## src/rtl/rcd_pkg.sv

```systemverilog
// Constants shared by the completion descriptor builder and its helpers
package rcd_pkg;
   // Descriptor field positions
   localparam int RCD_DESC_W   = 96;
   localparam int RCD_LA_MSB   = 11;
   localparam int RCD_LA_LSB   = 0;
   localparam int RCD_EC_MSB   = 15;
   localparam int RCD_EC_LSB   = 12;
   localparam int RCD_BC_MSB   = 28;
   localparam int RCD_BC_LSB   = 16;
   localparam int RCD_LOCK_BIT = 29;
   localparam int RCD_DONE_BIT = 30;
   localparam int RCD_DW_MSB   = 42;
   localparam int RCD_DW_LSB   = 32;
   localparam int RCD_ST_MSB   = 45;
   localparam int RCD_ST_LSB   = 43;
   localparam int RCD_POI_BIT  = 46;
   localparam int RCD_RID_MSB  = 63;
   localparam int RCD_RID_LSB  = 48;
   localparam int RCD_FN_MSB   = 55;
   localparam int RCD_TAG_MSB  = 71;
   localparam int RCD_TAG_LSB  = 64;
   localparam int RCD_CID_MSB  = 87;
   localparam int RCD_CID_LSB  = 72;
   localparam int RCD_TC_MSB   = 91;
   localparam int RCD_TC_LSB   = 89;
   localparam int RCD_ATTR_MSB = 94;
   localparam int RCD_ATTR_LSB = 92;
   // Error codes
   localparam logic [3:0] RCD_EC_NORMAL   = 4'h0;
   localparam logic [3:0] RCD_EC_POISON   = 4'h1;
   localparam logic [3:0] RCD_EC_STATUS   = 4'h2;
   localparam logic [3:0] RCD_EC_NODATA   = 4'h3;
   localparam logic [3:0] RCD_EC_MISMATCH = 4'h4;
   localparam logic [3:0] RCD_EC_ADDR     = 4'h5;
   localparam logic [3:0] RCD_EC_BADTAG   = 4'h6;
   localparam logic [3:0] RCD_EC_TIMEOUT  = 4'h9;
   // Completion status codes
   localparam logic [2:0] RCD_ST_SC  = 3'h0;
   localparam logic [2:0] RCD_ST_UR  = 3'h1;
   localparam logic [2:0] RCD_ST_CRS = 3'h2;
   localparam logic [2:0] RCD_ST_CA  = 3'h4;
   // Fixed counts for special completions
   localparam logic [10:0] RCD_DW_ONE  = 11'h001;
   localparam logic [10:0] RCD_DW_ZERO = 11'h000;
   localparam logic [10:0] RCD_DW_MAX  = 11'h400;
   localparam logic [12:0] RCD_BC_IO   = 13'h0004;
   localparam logic [12:0] RCD_BC_ZLR  = 13'h0001;
   typedef enum logic [1:0] {
      RCD_K_MEM = 2'h0, RCD_K_IO_RD = 2'h1, RCD_K_IO_WR = 2'h2, RCD_K_ZLR = 2'h3
   } rcd_kind_e;
   // Register map
   localparam logic [7:0] RCD_A_CTRL   = 8'h00;
   localparam logic [7:0] RCD_A_STAT   = 8'h04;
   localparam logic [7:0] RCD_A_IEN    = 8'h08;
   localparam logic [7:0] RCD_A_ICLR   = 8'h0C;
   localparam logic [7:0] RCD_A_LAST0  = 8'h10;
   localparam logic [7:0] RCD_A_LAST1  = 8'h14;
   localparam logic [7:0] RCD_A_LAST2  = 8'h18;
   localparam logic [7:0] RCD_A_COUNT  = 8'h1C;
   localparam int         RCD_NEV      = 3;
   localparam int         RCD_EV_DONE  = 0;
   localparam int         RCD_EV_ERR   = 1;
   localparam int         RCD_EV_TMO   = 2;
   localparam logic       RCD_CTRL_RST = 1'b1;
   localparam logic [1:0] RCD_OKAY     = 2'h0;
   localparam logic [1:0] RCD_SLVERR   = 2'h2;
endpackage

```

## src/rtl/rcd_builder.sv

```systemverilog
// Requester completion descriptor builder with AXI4-Lite control registers
`timescale 1ns/1ps
module rcd_builder
   import rcd_pkg::*;
#(
   parameter int ADDR_W = 8
)(
   input  wire logic                      aclk,
   input  wire logic                      aresetn,
   // Parsed completion header
   input  wire logic                      cpl_valid,
   input  wire rcd_pkg::rcd_kind_e        cpl_kind,
   input  wire logic [10:0]               cpl_len,
   input  wire logic [12:0]               cpl_byte_count,
   input  wire logic [11:0]               cpl_lower_addr,
   input  wire logic                      cpl_locked,
   input  wire logic [2:0]                cpl_status,
   input  wire logic                      cpl_poison,
   input  wire logic [15:0]               cpl_req_id,
   input  wire logic [7:0]                cpl_tag,
   input  wire logic [15:0]               cpl_cpl_id,
   input  wire logic [2:0]                cpl_tc,
   input  wire logic [2:0]                cpl_attr,
   input  wire logic                      cpl_tag_unknown,
   input  wire logic                      cpl_attr_mismatch,
   input  wire logic                      cpl_addr_error,
   // Request timeout event
   input  wire logic                      tmo_valid,
   input  wire logic [7:0]                tmo_func,
   input  wire logic [7:0]                tmo_tag,
   // Descriptor out
   output logic                           desc_valid,
   output logic [rcd_pkg::RCD_DESC_W-1:0] desc,
   output logic                           irq,
   // AXI4-Lite slave
   input  wire logic [ADDR_W-1:0]         s_axi_awaddr,
   input  wire logic                      s_axi_awvalid,
   output logic                           s_axi_awready,
   input  wire logic [31:0]               s_axi_wdata,
   input  wire logic [3:0]                s_axi_wstrb,
   input  wire logic                      s_axi_wvalid,
   output logic                           s_axi_wready,
   output logic [1:0]                     s_axi_bresp,
   output logic                           s_axi_bvalid,
   input  wire logic                      s_axi_bready,
   input  wire logic [ADDR_W-1:0]         s_axi_araddr,
   input  wire logic                      s_axi_arvalid,
   output logic                           s_axi_arready,
   output logic [31:0]                    s_axi_rdata,
   output logic [1:0]                     s_axi_rresp,
   output logic                           s_axi_rvalid,
   input  wire logic                      s_axi_rready
);
   import rcd_pkg::*;

   typedef enum logic [1:0] {RCD_B_IDLE = 2'b00, RCD_B_TAKE = 2'b01, RCD_B_RESP = 2'b11}
      rcd_bus_e;

   function automatic logic rcd_mapped(input logic [ADDR_W-1:0] a);
      logic [7:0] w;
      w = 8'(a);
      rcd_mapped = (w == RCD_A_CTRL) || (w == RCD_A_STAT) || (w == RCD_A_IEN) ||
                   (w == RCD_A_ICLR) || (w == RCD_A_LAST0) || (w == RCD_A_LAST1) ||
                   (w == RCD_A_LAST2) || (w == RCD_A_COUNT);
   endfunction

   rcd_bus_e              wst;
   rcd_bus_e              rst;
   logic                  enable;
   logic [RCD_NEV-1:0]    stat;
   logic [RCD_NEV-1:0]    ien;
   logic [RCD_NEV-1:0]    next_ev;
   logic [RCD_NEV-1:0]    clr;
   logic [31:0]           count;
   logic                  tmo_pend;
   logic [7:0]            tmo_pfunc;
   logic [7:0]            tmo_ptag;
   logic [3:0]            c_ec;
   logic [10:0]           c_dwc;
   logic [12:0]           c_bcnt;
   logic                  c_done;
   logic                  take_cpl;
   logic                  take_tmo;
   logic                  wr_fire;
   logic [RCD_DESC_W-1:0] next_desc;

   rcd_classify u_cls (
      .kind          (cpl_kind),
      .len           (cpl_len),
      .bc            (cpl_byte_count),
      .status        (cpl_status),
      .poison        (cpl_poison),
      .tag_unknown   (cpl_tag_unknown),
      .attr_mismatch (cpl_attr_mismatch),
      .addr_error    (cpl_addr_error),
      .ec            (c_ec),
      .dwc           (c_dwc),
      .bcnt          (c_bcnt),
      .done          (c_done)
   );

   // Completions win a collision; a timeout waits one deep in a holding slot
   assign take_cpl = enable && cpl_valid;
   assign take_tmo = enable && !cpl_valid && (tmo_pend || tmo_valid);

   always_ff @(posedge aclk) begin
      if (!aresetn)
         tmo_pend <= 1'b0;
      else if (tmo_valid && enable && cpl_valid)
         tmo_pend <= 1'b1;
      else if (take_tmo)
         tmo_pend <= 1'b0;
   end

   always_ff @(posedge aclk) begin
      if (!aresetn) begin
         tmo_pfunc <= 8'h00;
         tmo_ptag  <= 8'h00;
      end else if (tmo_valid && !tmo_pend) begin
         tmo_pfunc <= tmo_func;
         tmo_ptag  <= tmo_tag;
      end
   end

   always_comb begin
      next_desc = '0;
      if (take_cpl) begin
         next_desc[RCD_LA_MSB:RCD_LA_LSB]     = cpl_lower_addr;
         next_desc[RCD_EC_MSB:RCD_EC_LSB]     = c_ec;
         next_desc[RCD_BC_MSB:RCD_BC_LSB]     = c_bcnt;
         next_desc[RCD_LOCK_BIT]              = cpl_locked;
         next_desc[RCD_DONE_BIT]              = c_done;
         next_desc[RCD_DW_MSB:RCD_DW_LSB]     = c_dwc;
         next_desc[RCD_ST_MSB:RCD_ST_LSB]     = cpl_status;
         next_desc[RCD_POI_BIT]               = cpl_poison;
         next_desc[RCD_RID_MSB:RCD_RID_LSB]   = cpl_req_id;
         next_desc[RCD_TAG_MSB:RCD_TAG_LSB]   = cpl_tag;
         next_desc[RCD_CID_MSB:RCD_CID_LSB]   = cpl_cpl_id;
         next_desc[RCD_TC_MSB:RCD_TC_LSB]     = cpl_tc;
         next_desc[RCD_ATTR_MSB:RCD_ATTR_LSB] = cpl_attr;
      end else if (take_tmo) begin
         // No packet behind a timeout, so everything else stays zero
         next_desc[RCD_EC_MSB:RCD_EC_LSB]     = RCD_EC_TIMEOUT;
         next_desc[RCD_DONE_BIT]              = 1'b1;
         next_desc[RCD_FN_MSB:RCD_RID_LSB]    = tmo_pend ? tmo_pfunc : tmo_func;
         next_desc[RCD_TAG_MSB:RCD_TAG_LSB]   = tmo_pend ? tmo_ptag : tmo_tag;
      end
   end

   always_ff @(posedge aclk) begin
      if (!aresetn) begin
         desc_valid <= 1'b0;
         desc       <= '0;
      end else begin
         desc_valid <= take_cpl || take_tmo;
         if (take_cpl || take_tmo)
            desc <= next_desc;
      end
   end

   always_ff @(posedge aclk) begin
      if (!aresetn)
         count <= 32'h0000_0000;
      else if (take_cpl || take_tmo)
         count <= count + 32'h0000_0001;
   end

   // Events, sticky status, interrupt
   assign next_ev[RCD_EV_DONE] = take_cpl && c_done;
   assign next_ev[RCD_EV_ERR]  = take_cpl && (c_ec != RCD_EC_NORMAL);
   assign next_ev[RCD_EV_TMO]  = take_tmo;
   assign wr_fire = s_axi_awvalid && s_axi_awready;

   genvar gi;
   generate
      for (gi = 0; gi < RCD_NEV; gi++) begin : g_stat
         assign clr[gi] = wr_fire && s_axi_wstrb[0] && s_axi_wdata[gi] &&
                          (8'(s_axi_awaddr) == RCD_A_ICLR);
         // A new event in the clearing cycle is kept
         always_ff @(posedge aclk) begin
            if (!aresetn)
               stat[gi] <= 1'b0;
            else if (next_ev[gi])
               stat[gi] <= 1'b1;
            else if (clr[gi])
               stat[gi] <= 1'b0;
         end
      end
   endgenerate

   always_ff @(posedge aclk) begin
      if (!aresetn)
         irq <= 1'b0;
      else
         irq <= |(stat & ien);
   end

   // Write channel: both address and data must be present before taking either
   always_ff @(posedge aclk) begin
      if (!aresetn) begin
         wst           <= RCD_B_IDLE;
         s_axi_awready <= 1'b0;
         s_axi_wready  <= 1'b0;
         s_axi_bvalid  <= 1'b0;
         s_axi_bresp   <= RCD_OKAY;
      end else begin
         case (wst)
            RCD_B_IDLE: begin
               if (s_axi_awvalid && s_axi_wvalid) begin
                  s_axi_awready <= 1'b1;
                  s_axi_wready  <= 1'b1;
                  wst           <= RCD_B_TAKE;
               end
            end
            RCD_B_TAKE: begin
               s_axi_awready <= 1'b0;
               s_axi_wready  <= 1'b0;
               s_axi_bvalid  <= 1'b1;
               s_axi_bresp   <= rcd_mapped(s_axi_awaddr) ? RCD_OKAY : RCD_SLVERR;
               wst           <= RCD_B_RESP;
            end
            RCD_B_RESP: begin
               if (s_axi_bready) begin
                  s_axi_bvalid <= 1'b0;
                  wst          <= RCD_B_IDLE;
               end
            end
            default: wst <= RCD_B_IDLE;
         endcase
      end
   end

   always_ff @(posedge aclk) begin
      if (!aresetn) begin
         enable <= RCD_CTRL_RST;
         ien    <= '0;
      end else if (wr_fire && s_axi_wstrb[0]) begin
         if (8'(s_axi_awaddr) == RCD_A_CTRL)
            enable <= s_axi_wdata[0];
         if (8'(s_axi_awaddr) == RCD_A_IEN)
            ien <= s_axi_wdata[RCD_NEV-1:0];
      end
   end

   // Read channel
   always_ff @(posedge aclk) begin
      if (!aresetn) begin
         rst           <= RCD_B_IDLE;
         s_axi_arready <= 1'b0;
         s_axi_rvalid  <= 1'b0;
         s_axi_rdata   <= 32'h0000_0000;
         s_axi_rresp   <= RCD_OKAY;
      end else begin
         case (rst)
            RCD_B_IDLE: begin
               if (s_axi_arvalid) begin
                  s_axi_arready <= 1'b1;
                  rst           <= RCD_B_TAKE;
               end
            end
            RCD_B_TAKE: begin
               s_axi_arready <= 1'b0;
               s_axi_rvalid  <= 1'b1;
               s_axi_rresp   <= rcd_mapped(s_axi_araddr) ? RCD_OKAY : RCD_SLVERR;
               case (8'(s_axi_araddr))
                  RCD_A_CTRL:  s_axi_rdata <= {31'h0000_0000, enable};
                  RCD_A_STAT:  s_axi_rdata <= {29'h0000_0000, stat};
                  RCD_A_IEN:   s_axi_rdata <= {29'h0000_0000, ien};
                  RCD_A_LAST0: s_axi_rdata <= desc[31:0];
                  RCD_A_LAST1: s_axi_rdata <= desc[63:32];
                  RCD_A_LAST2: s_axi_rdata <= desc[95:64];
                  RCD_A_COUNT: s_axi_rdata <= count;
                  default:     s_axi_rdata <= 32'h0000_0000;
               endcase
               rst <= RCD_B_RESP;
            end
            RCD_B_RESP: begin
               if (s_axi_rready) begin
                  s_axi_rvalid <= 1'b0;
                  rst          <= RCD_B_IDLE;
               end
            end
            default: rst <= RCD_B_IDLE;
         endcase
      end
   end
endmodule // rcd_builder

```

## src/rtl/rcd_classify.sv

```systemverilog
// Completion classifier: error code, Dword count, byte count and last flag
`timescale 1ns/1ps
module rcd_classify
   import rcd_pkg::*;
(
   input  wire rcd_pkg::rcd_kind_e kind,
   input  wire logic [10:0]        len,
   input  wire logic [12:0]        bc,
   input  wire logic [2:0]         status,
   input  wire logic               poison,
   input  wire logic               tag_unknown,
   input  wire logic               attr_mismatch,
   input  wire logic               addr_error,
   output logic [3:0]              ec,
   output logic [10:0]             dwc,
   output logic [12:0]             bcnt,
   output logic                    done
);
   import rcd_pkg::*;
   always_comb begin
      case (kind)
         RCD_K_IO_RD: dwc = RCD_DW_ONE;
         RCD_K_ZLR:   dwc = RCD_DW_ONE;
         RCD_K_IO_WR: dwc = RCD_DW_ZERO;
         default:     dwc = len;
      endcase
   end

   always_comb begin
      case (kind)
         RCD_K_MEM: bcnt = bc;
         RCD_K_ZLR: bcnt = RCD_BC_ZLR;
         default:   bcnt = RCD_BC_IO;
      endcase
   end

   // Invalid tag outranks all, since nothing else can be trusted
   always_comb begin
      if (tag_unknown)
         ec = RCD_EC_BADTAG;
      else if (poison)
         ec = RCD_EC_POISON;
      else if (status != RCD_ST_SC)
         ec = RCD_EC_STATUS;
      else if (kind == RCD_K_MEM && len == RCD_DW_ZERO)
         ec = RCD_EC_NODATA;
      else if (attr_mismatch)
         ec = RCD_EC_MISMATCH;
      else if (addr_error)
         ec = RCD_EC_ADDR;
      else
         ec = RCD_EC_NORMAL;
   end

   // Last completion once the remaining bytes fit this payload, on error, or for any non-memory kind
   always_comb begin
      done = (ec != RCD_EC_NORMAL) || (kind != RCD_K_MEM)
             || (bc <= {len, 2'b00});
   end
endmodule // rcd_classify

```

## config.mk

```make
export PLATFORM = sky130hd
export DESIGN_NAME = rcd_builder
export DESIGN_NICKNAME = d
export VERILOG_FILES = /design/src/rtl/rcd_pkg.sv /design/src/rtl/rcd_builder.sv /design/src/rtl/rcd_classify.sv
export SDC_FILE = /design/constraint.sdc
export NUM_CORES = 1
export LEC_CHECK = 0
export BUFFER_PORTS_ARGS = -buffer_cell sky130_fd_sc_hd__buf_2
export CORE_MARGIN = 2
export CORE_UTILIZATION = 53
export CTS_CLUSTER_DIAMETER = 40
export DETAILED_ROUTE_END_ITERATION = 8
export HOLD_SLACK_MARGIN = 0.06
export PLACE_DENSITY = 0.86
export SKIP_LAST_GASP = 1
export SYNTH_ARGS = -nofsm -noshare
export SYNTH_HDL_FRONTEND = slang
export SYNTH_SLANG_ARGS = --single-unit
```

## constraint.sdc

```tcl
create_clock -name aclk -period 5.2 [get_ports aclk]
set_input_delay 1.56 -clock aclk [delete_from_list [all_inputs] [get_ports aclk]]
set_output_delay 1.56 -clock aclk [all_outputs]
set_load 0.03 [all_outputs]
```

==> metrics.txt, run 1 <==
# TYPE chip_impl_metric gauge
chip_impl_info{name="critPathSlowestCell",value="sky130_fd_sc_hd__nor2_2"} 1
chip_impl_metric{name="clkTransAtPathRegs",unit="ps"} 70
chip_impl_metric{name="use_met3",unit=""} 0.0798
chip_impl_metric{name="routed-via-count",unit=""} 8538
chip_impl_metric{name="top_level_ports",unit=""} 308
chip_impl_metric{name="nFillCells",unit=""} 1244
chip_impl_metric{name="first_global_vias",unit=""} 7806
chip_impl_metric{name="ff_latch_area",unit="sq mm"} 0.00384
chip_impl_info{name="crit_start",value="s_axi_araddr[1]"} 1
chip_impl_metric{name="post-route-period-util",unit=""} 0.636
chip_impl_info{name="endpoint_kind_of_the_worst_setup_timing_path",value="register"} 1
chip_impl_metric{name="postSynthCellCount",unit=""} 924
chip_impl_metric{name="wire_per_inst",unit="microns"} 20.3
chip_impl_metric{name="fp.dieW",unit="microns"} 129
chip_impl_metric{name="cts_buffer_depth",unit=""} 2
chip_impl_metric{name="area_delta_synth_final",unit="%"} 25.1
chip_impl_metric{name="leakage",unit="uW"} 0.00468
chip_impl_metric{name="first_iter_violations",unit=""} 916
chip_impl_metric{name="drt_pre_antenna_iters",unit=""} 9
chip_impl_metric{name="clock_insertion_delay_worst_skew",unit="ps"} 430
chip_impl_metric{name="mean_number_of_vias_per_cell",unit=""} 6.28
chip_impl_info{name="hold_start",value="s_axi_rdata[5]"} 1
chip_impl_metric{name="design.core.area",unit="sq mm"} 0.0152
chip_impl_metric{name="whs",unit="ps"} 448
chip_impl_metric{name="edff_count_synth",unit=""} 0
chip_impl_metric{name="synth_top_area_share",unit=""} 0.465
chip_impl_metric{name="max_cap_violations",unit=""} 0
chip_impl_metric{name="clock.fmax",unit="MHz"} 302
chip_impl_metric{name="detail_route.wirelength",unit="mm"} 27.7
chip_impl_info{name="yosysTopAreaCell",value="sky130_fd_sc_hd__dfxtp_1"} 1
chip_impl_metric{name="floorplan.initialDensity",unit=""} 0.543
chip_impl_metric{name="post_synth.cell_area_avg",unit="sq um"} 8.94
chip_impl_metric{name="gpl.final_weighted_congestion",unit=""} 0.898
chip_impl_metric{name="floorplan.die_area",unit="sq mm"} 0.0166
chip_impl_info{name="cp_cell_sequence",value="buf_2 -> or3_1 -> nor2_2 -> a222oi_1 -> a21oi_1 -> a21o_1"} 1
chip_impl_metric{name="max_stage_delay",unit="ps"} 780
chip_impl_metric{name="power_density",unit="mW/mm^2"} 334
chip_impl_metric{name="dp_cells",unit=""} 1324
chip_impl_metric{name="timing.final.crit_period",unit="ps"} 3310
chip_impl_metric{name="peakVddDrop",unit="mV"} 0.237
chip_impl_metric{name="timing.final.hold_violations",unit=""} 0
chip_impl_info{name="regToRegStartpoint",value="tmo_pend"} 1
chip_impl_metric{name="cts_htree_levels",unit=""} 4
chip_impl_metric{name="ys_seq_area_frac",unit=""} 0.465
chip_impl_metric{name="netlist-cell-type-count",unit=""} 64
chip_impl_metric{name="placed_cell_area",unit="sq mm"} 0.00966
chip_impl_metric{name="synth-async-reset-ratio",unit=""} 0
chip_impl_metric{name="multiInputGateArea",unit="sq mm"} 0.00406
chip_impl_metric{name="placement.io_buffers",unit=""} 269
chip_impl_info{name="top_cell_family_by_delay_on_the_critical_path",value="simple AND/OR/NAND/NOR gates"} 1
chip_impl_metric{name="post_cts.repair.setup_buffers",unit=""} 0
chip_impl_metric{name="die_height",unit="microns"} 129
chip_impl_metric{name="globalRoute.totalOverflow",unit=""} 0
chip_impl_metric{name="worst_slew_margin_rel",unit=""} 0.230
chip_impl_metric{name="cp.arrival",unit="ps"} 3690
chip_impl_info{name="status",value="finished, violations left"} 1
chip_impl_info{name="critical_path.startpoint_type",value="input pin"} 1
chip_impl_metric{name="grt_util_all_layers",unit=""} 0.327
chip_impl_metric{name="final_slew_violations",unit=""} 0
chip_impl_info{name="violations",value="design-rule violations"} 1
chip_impl_info{name="hold_path_class",value="reg -> reg"} 1
chip_impl_info{name="cells_taking_the_most_area_after_synthesis",value="sky130_fd_sc_hd__dfxtp_1, sky130_fd_sc_hd__a22oi_1, sky130_fd_sc_hd__nor2_1, sky130_fd_sc_hd__a222oi_1, sky130_fd_sc_hd__a21oi_1"} 1
chip_impl_info{name="synth_top_family_by_area",value="compound AO/OA/AOI/OAI gates"} 1
chip_impl_metric{name="critical_path_buf_inv_count",unit=""} 1
chip_impl_metric{name="residual_antenna_violating_net_count_after_detailed_routing",unit=""} 0
chip_impl_info{name="worstSetupPathType",value="in -> reg"} 1
chip_impl_metric{name="layout.nets",unit=""} 1340
chip_impl_metric{name="grt_antenna_before_repair",unit=""} 3
chip_impl_metric{name="grt_start_max_net_pins",unit=""} 95
chip_impl_metric{name="yosys_register_bits",unit=""} 192
chip_impl_metric{name="critPathMaxFanout",unit=""} 20
chip_impl_metric{name="placement.setup.worst_slack",unit="ps"} 1530
chip_impl_metric{name="cts_buffers",unit=""} 17
chip_impl_metric{name="fin_ws",unit="ps"} 1890
chip_impl_info{name="tritoncts",value="done"} 1
chip_impl_metric{name="synth-simple-area-share",unit=""} 0.176
chip_impl_metric{name="post_cts_resized",unit=""} 0
chip_impl_metric{name="timing.clock.skew",unit="ps"} 10.8
chip_impl_info{name="rsz_0062_raised_after_global_routing",value="no"} 1
chip_impl_metric{name="detailedPlacementHpwl",unit="mm"} 19.6
chip_impl_info{name="cts_root_buffer",value="sky130_fd_sc_hd__clkbuf_16"} 1
chip_impl_metric{name="post-route-drc-count",unit=""} 1
chip_impl_metric{name="tns",unit="ps"} 0
chip_impl_metric{name="synth_compound_gate_area_share",unit=""} 0.233
chip_impl_metric{name="yosys_warnings",unit=""} 0
chip_impl_metric{name="post_synth_instance_area",unit="sq mm"} 0.00826
chip_impl_metric{name="use_met2",unit=""} 0.526
chip_impl_metric{name="gr-usage-met1",unit=""} 0.408
chip_impl_metric{name="finish.cell_count_without_fillers",unit=""} 1359
chip_impl_metric{name="synth_adder_area_share",unit=""} 0.0242
chip_impl_metric{name="std_cell_rows",unit=""} 45
chip_impl_info{name="most_numerous_cell_types_in_the_synthesized_netlist",value="sky130_fd_sc_hd__dfxtp_1, sky130_fd_sc_hd__nor2_1, sky130_fd_sc_hd__nand2_1, sky130_fd_sc_hd__a22oi_1, sky130_fd_sc_hd__a21oi_1"} 1
chip_impl_metric{name="post_synth_xor_area_fraction",unit=""} 0.0202
chip_impl_metric{name="layout_cell_share_with_drive_strength_beyond_1",unit=""} 0.301
chip_impl_info{name="grt_most_used_layer",value="met2"} 1
chip_impl_metric{name="postCtsHoldBufs",unit=""} 0
chip_impl_metric{name="num_clock_sinks",unit=""} 192
chip_impl_metric{name="worst-slew-pin-transition",unit="ps"} 1150
chip_impl_info{name="synth.most_common_cell",value="sky130_fd_sc_hd__dfxtp_1"} 1
chip_impl_metric{name="timing.critical_path.required",unit="ps"} 5580
chip_impl_metric{name="wire_length_of_the_first_global_routing_pass",unit="mm"} 42.1
chip_impl_metric{name="synth.mux.area_fraction",unit=""} 0.0318
chip_impl_metric{name="finalSetupViolCount",unit=""} 0
chip_impl_info{name="synth-main-ff-cell",value="sky130_fd_sc_hd__dfxtp_1"} 1
chip_impl_metric{name="final_area",unit="sq mm"} 0.0103
-- power breakdown --
part | internal [uW] | total [uW] | leakage (uW) | switching (uW)
Combinational | 143 | 413 | 0.00278 | 270
Clock | 877 | 1470 | 0.000324 | 588
Sequential | 1520 | 1570 | 0.00157 | 50.4
-- kinds of logic (layout without fill, tap and decap cells) --
logic type,Yosys count,count (layout)
simple gates,310,310
compound gates,266,266
flops,192,192
buf+inv,97,336
mux,23,23
xor+xnor,19,19
fa+ha+maj,16,16
other cells,1,9
-- worst register-to-register path, cell delays in order (launching register included) --
cell	delay, ps
sky130_fd_sc_hd__dfxtp_1	1010
sky130_fd_sc_hd__o31a_2	360
sky130_fd_sc_hd__and3_1	400
sky130_fd_sc_hd__nand4_1	460
sky130_fd_sc_hd__or3_1	460
sky130_fd_sc_hd__a21oi_1	170
-- through the flow --
stage / util / power [uW]
6_report: 0.680 / 3450
5_1_grt: 0.679 / 3570
4_1_cts: 0.679 / 3460
3_5_place_dp: 0.635 / 2010
3_3_place_gp: 0.635 / 2000
2_1_floorplan: - / 1850
-- state kept, by name (all words and copies together) (netlist names), 2 cells and up --
name         count
count           32
tmo_pfunc        8
stat             3
desc            92
ien              3
wst              2
s_axi_rdata     32
tmo_ptag         8
rst              2
-- worst paths after layout --
check,slack [ps],end,cells after the start
hold / removal,450,s_axi_rdata[5],1
setup / recovery,1890,s_axi_rdata[19],6
setup reg to reg,2260,count[28],5
hold reg to reg,450,s_axi_rdata[5],1
-- placed cells by master (no fill, tap or decap), types with 3 or more instances in the layout --
cell / count
sky130_fd_sc_hd__a221oi_1: 5
sky130_fd_sc_hd__dfxtp_1: 192
sky130_fd_sc_hd__a211oi_1: 3
sky130_fd_sc_hd__ha_1: 16
sky130_fd_sc_hd__nand2_1: 87
sky130_fd_sc_hd__nor2_1: 132
sky130_fd_sc_hd__a22oi_1: 71
sky130_fd_sc_hd__o21ai_0: 20
sky130_fd_sc_hd__nor2_2: 3
sky130_fd_sc_hd__mux2i_1: 6
sky130_fd_sc_hd__and3_1: 6
sky130_fd_sc_hd__buf_4: 12
sky130_fd_sc_hd__conb_1: 6
sky130_fd_sc_hd__mux2_2: 16
sky130_fd_sc_hd__or3_1: 13
sky130_fd_sc_hd__nor3_1: 7
sky130_fd_sc_hd__bufinv_16: 5
sky130_fd_sc_hd__a21o_1: 29
sky130_fd_sc_hd__a21oi_1: 70
sky130_fd_sc_hd__nand3_1: 13
sky130_fd_sc_hd__xnor2_1: 12
sky130_fd_sc_hd__nand4_1: 13
sky130_fd_sc_hd__diode_2: 3
sky130_fd_sc_hd__xor2_1: 7
sky130_fd_sc_hd__inv_1: 22
sky130_fd_sc_hd__buf_2: 269
sky130_fd_sc_hd__inv_6: 4
sky130_fd_sc_hd__nor2b_1: 5
sky130_fd_sc_hd__a222oi_1: 45
sky130_fd_sc_hd__or4_1: 5
sky130_fd_sc_hd__nor4_1: 3
sky130_fd_sc_hd__clkbuf_16: 17
-- metal layers --
metal | vias up | part of all wire
met5 | - | 0.00047
met4 | 2 | 0.049
met3 | 102 | 0.10
met2 | 553 | 0.46
met1 | 4035 | 0.38
li1 | 3846 | -
-- area by class of cell --
type,count,share of cell area
Clock buffer,18,0.0425
Multi-Input combinational cell,640,0.393
Timing Repair Buffer,281,0.139
Antenna cell,3,0.000726
Inverter,23,0.00860
Sequential cell,192,0.372
Clock inverter,14,0.0219
Tap cell,188,0.0228
Note: power is estimated with default switching activity, not from simulation.
==> run 2: changes to the inputs <==
--- a/config.mk
+++ b/config.mk
@@ -7,11 +7,11 @@
 export LEC_CHECK = 0
 export BUFFER_PORTS_ARGS = -buffer_cell sky130_fd_sc_hd__buf_2
 export CORE_MARGIN = 2
-export CORE_UTILIZATION = 53
+export CORE_UTILIZATION = 45
 export CTS_CLUSTER_DIAMETER = 40
 export DETAILED_ROUTE_END_ITERATION = 8
 export HOLD_SLACK_MARGIN = 0.06
-export PLACE_DENSITY = 0.86
+export PLACE_DENSITY = 0.78
 export SKIP_LAST_GASP = 1
 export SYNTH_ARGS = -nofsm -noshare
 export SYNTH_HDL_FRONTEND = slang
==> constraint.sdc (replaced) <==
create_clock -name aclk -period 2.77 [get_ports aclk]
set_input_delay 0.831 -clock aclk [delete_from_list [all_inputs] [get_ports aclk]]
set_output_delay 0.831 -clock aclk [all_outputs]
set_load 0.03 [all_outputs]
==> run 2 against run 1 <==
Compared with the run above:
- the flow now finishes without violations
- highest routed layer unchanged
- global-route usage is 4.9 points lower
- die area is 17% higher
- critical endpoint is now desc[30]
- critical path type unchanged
- hold slack better by 2.2 ps
- first-iteration DRC count is 1.5% higher
==> metrics.txt, run 2 (synthesized netlist as in run 1, its figures left out) <==
# TYPE chip_impl_metric gauge
chip_impl_metric{name="post_cts.repair.setup_buffers",unit=""} 0
chip_impl_metric{name="placed_cell_area",unit="sq mm"} 0.00993
chip_impl_metric{name="drt_pre_antenna_iters",unit=""} 9
chip_impl_metric{name="use_met3",unit=""} 0.0647
chip_impl_metric{name="residual_antenna_violating_net_count_after_detailed_routing",unit=""} 0
chip_impl_info{name="cp_cell_sequence",value="buf_2 -> inv_1 -> ha_1 -> or3b_2 -> o41ai_1 -> nor4_1 -> o41ai_1 -> o221a_2"} 1
chip_impl_metric{name="power_density",unit="mW/mm^2"} 606
chip_impl_info{name="status",value="complete, no violations"} 1
chip_impl_metric{name="tns",unit="ps"} 0
chip_impl_metric{name="post-route-drc-count",unit=""} 0
chip_impl_metric{name="max_cap_violations",unit=""} 0
chip_impl_metric{name="post-route-period-util",unit=""} 0.816
chip_impl_metric{name="critPathMaxFanout",unit=""} 3
chip_impl_metric{name="timing.critical_path.required",unit="ps"} 3150
chip_impl_metric{name="grt_antenna_before_repair",unit=""} 2
chip_impl_metric{name="grt_util_all_layers",unit=""} 0.278
chip_impl_metric{name="first_global_vias",unit=""} 7685
chip_impl_metric{name="postCtsHoldBufs",unit=""} 0
chip_impl_metric{name="die_height",unit="microns"} 139
chip_impl_info{name="critPathMostFrequentCell",value="sky130_fd_sc_hd__o41ai_1"} 1
chip_impl_info{name="max_flop_register",value="desc"} 1
chip_impl_metric{name="detailedPlacementHpwl",unit="mm"} 20.4
chip_impl_info{name="worstSetupPathType",value="in -> reg"} 1
chip_impl_metric{name="cts_htree_levels",unit=""} 4
chip_impl_info{name="endpoint_kind_of_the_worst_setup_timing_path",value="register"} 1
chip_impl_info{name="grt_most_used_layer",value="met2"} 1
chip_impl_metric{name="finish.cell_count_without_fillers",unit=""} 1417
chip_impl_info{name="tritoncts",value="done"} 1
chip_impl_metric{name="area_delta_synth_final",unit="%"} 28.0
chip_impl_metric{name="final_area",unit="sq mm"} 0.0106
chip_impl_metric{name="peakVddDrop",unit="mV"} 0.447
chip_impl_metric{name="fin_ws",unit="ps"} 509
chip_impl_metric{name="layout.nets",unit=""} 1359
chip_impl_metric{name="gpl.final_weighted_congestion",unit=""} 0.925
chip_impl_metric{name="wire_per_inst",unit="microns"} 19.8
chip_impl_metric{name="detail_route.wirelength",unit="mm"} 28.0
chip_impl_info{name="rsz_0062_raised_after_global_routing",value="no"} 1
chip_impl_metric{name="final_slew_violations",unit=""} 0
chip_impl_metric{name="clkTransAtPathRegs",unit="ps"} 70
chip_impl_metric{name="worst-slew-pin-transition",unit="ps"} 694
chip_impl_metric{name="std_cell_rows",unit=""} 49
chip_impl_info{name="hold_path_class",value="reg -> reg"} 1
chip_impl_info{name="critPathSlowestCell",value="sky130_fd_sc_hd__or3b_2"} 1
chip_impl_metric{name="routed-via-count",unit=""} 8412
chip_impl_metric{name="floorplan.initialDensity",unit=""} 0.460
chip_impl_metric{name="largest_reg_flops",unit=""} 92
chip_impl_info{name="most-common-layout-cells",value="sky130_fd_sc_hd__buf_2, sky130_fd_sc_hd__dfxtp_1, sky130_fd_sc_hd__nor2_1"} 1
chip_impl_metric{name="timing.final.hold_violations",unit=""} 0
chip_impl_info{name="cts_root_buffer",value="sky130_fd_sc_hd__clkbuf_16"} 1
chip_impl_metric{name="worst_slew_margin_rel",unit=""} 0.531
chip_impl_metric{name="fp.dieW",unit="microns"} 139
chip_impl_metric{name="placement.io_buffers",unit=""} 269
chip_impl_metric{name="placement.setup.worst_slack",unit="ps"} 147
chip_impl_metric{name="cts_buffers",unit=""} 17
chip_impl_metric{name="gr-usage-met1",unit=""} 0.358
chip_impl_info{name="critical_path.startpoint_type",value="input pin"} 1
chip_impl_metric{name="post_cts_resized",unit=""} 0
chip_impl_metric{name="cp.arrival",unit="ps"} 2640
chip_impl_metric{name="leakage",unit="uW"} 0.00477
chip_impl_metric{name="clock.fmax",unit="MHz"} 442
chip_impl_metric{name="grt_start_max_net_pins",unit=""} 74
chip_impl_metric{name="mean_number_of_vias_per_cell",unit=""} 5.94
chip_impl_metric{name="clock_insertion_delay_worst_skew",unit="ps"} 440
chip_impl_metric{name="timing.final.crit_period",unit="ps"} 2260
chip_impl_metric{name="top_level_ports",unit=""} 308
chip_impl_metric{name="floorplan.die_area",unit="sq mm"} 0.0195
chip_impl_metric{name="finalSetupViolCount",unit=""} 0
chip_impl_metric{name="first_iter_violations",unit=""} 930
chip_impl_info{name="layout.cells.most_common",value="sky130_fd_sc_hd__buf_2"} 1
chip_impl_metric{name="wire_length_of_the_first_global_routing_pass",unit="mm"} 42.4
chip_impl_metric{name="design.core.area",unit="sq mm"} 0.0180
chip_impl_metric{name="cts_buffer_depth",unit=""} 2
chip_impl_info{name="top_registers",value="desc x92, count x32, s_axi_rdata x32"} 1
chip_impl_metric{name="max_stage_delay",unit="ps"} 450
chip_impl_metric{name="use_met2",unit=""} 0.444
chip_impl_metric{name="globalRoute.totalOverflow",unit=""} 0
chip_impl_metric{name="layout_cell_share_with_drive_strength_beyond_1",unit=""} 0.311
chip_impl_metric{name="dp_cells",unit=""} 1384
chip_impl_metric{name="timing.clock.skew",unit="ps"} 8.72
chip_impl_metric{name="num_clock_sinks",unit=""} 192
## run 2: path summary, 6_finish.rpt
check	slack (ps)	depth (start not counted)	startpoint	end
worst max-delay path	510	8	cpl_len[1]	desc[30]
worst min-delay path	450	1	s_axi_rdata[11]	s_axi_rdata[11]
worst max register to register	620	5	enable	count[28]
worst min register to register	450	1	s_axi_rdata[11]	s_axi_rdata[11]
## run 2: power breakdown
group          leakage [uW]  total [uW]  internal, uW  switching (uW)
Clock              0.000311        2660          1570            1090
Combinational       0.00289         803           288             514
Sequential          0.00157        2950          2860            88.8
Total               0.00477        6410          4720            1690
## run 2: final cells by class
type                            instances  area [sq um]
Fill cell                            1584          7390
Clock inverter                         12           181
Antenna cell                            1          2.50
Tap cell                              229           287
Inverter                               23          88.8
Sequential cell                       192          3840
Multi-Input combinational cell        640          4060
Timing Repair Buffer                  300          1650
Clock buffer                           20           457
## run 2: worst max-delay path: cells and delay by family
| family | cells | cell delay (ps) |
|---|---|---|
| simple gates | 2 | 540 |
| buf+inv | 2 | 190 |
| compound gates | 3 | 790 |
| fa+ha+maj | 1 | 290 |
## run 2: layer usage
metal | share of wire | vias up
met2 | 0.47 | 408
met1 | 0.41 | 4053
li1 | - | 3873
met3 | 0.086 | 76
met5 | 0.00046 | -
met4 | 0.039 | 2
## run 2: per-stage QoR
| step | util | total power, uW | hold WS, ps |
|---|---|---|---|
| after global placement | 0.553 | 3790 | 429 |
| after CTS | 0.588 | 6430 | 449 |
| after detailed placement | 0.553 | 3800 | 433 |
| after floorplan | - | 3470 | 433 |
| final | 0.588 | 6410 | 450 |
| after global routing | 0.588 | 6630 | 462 |
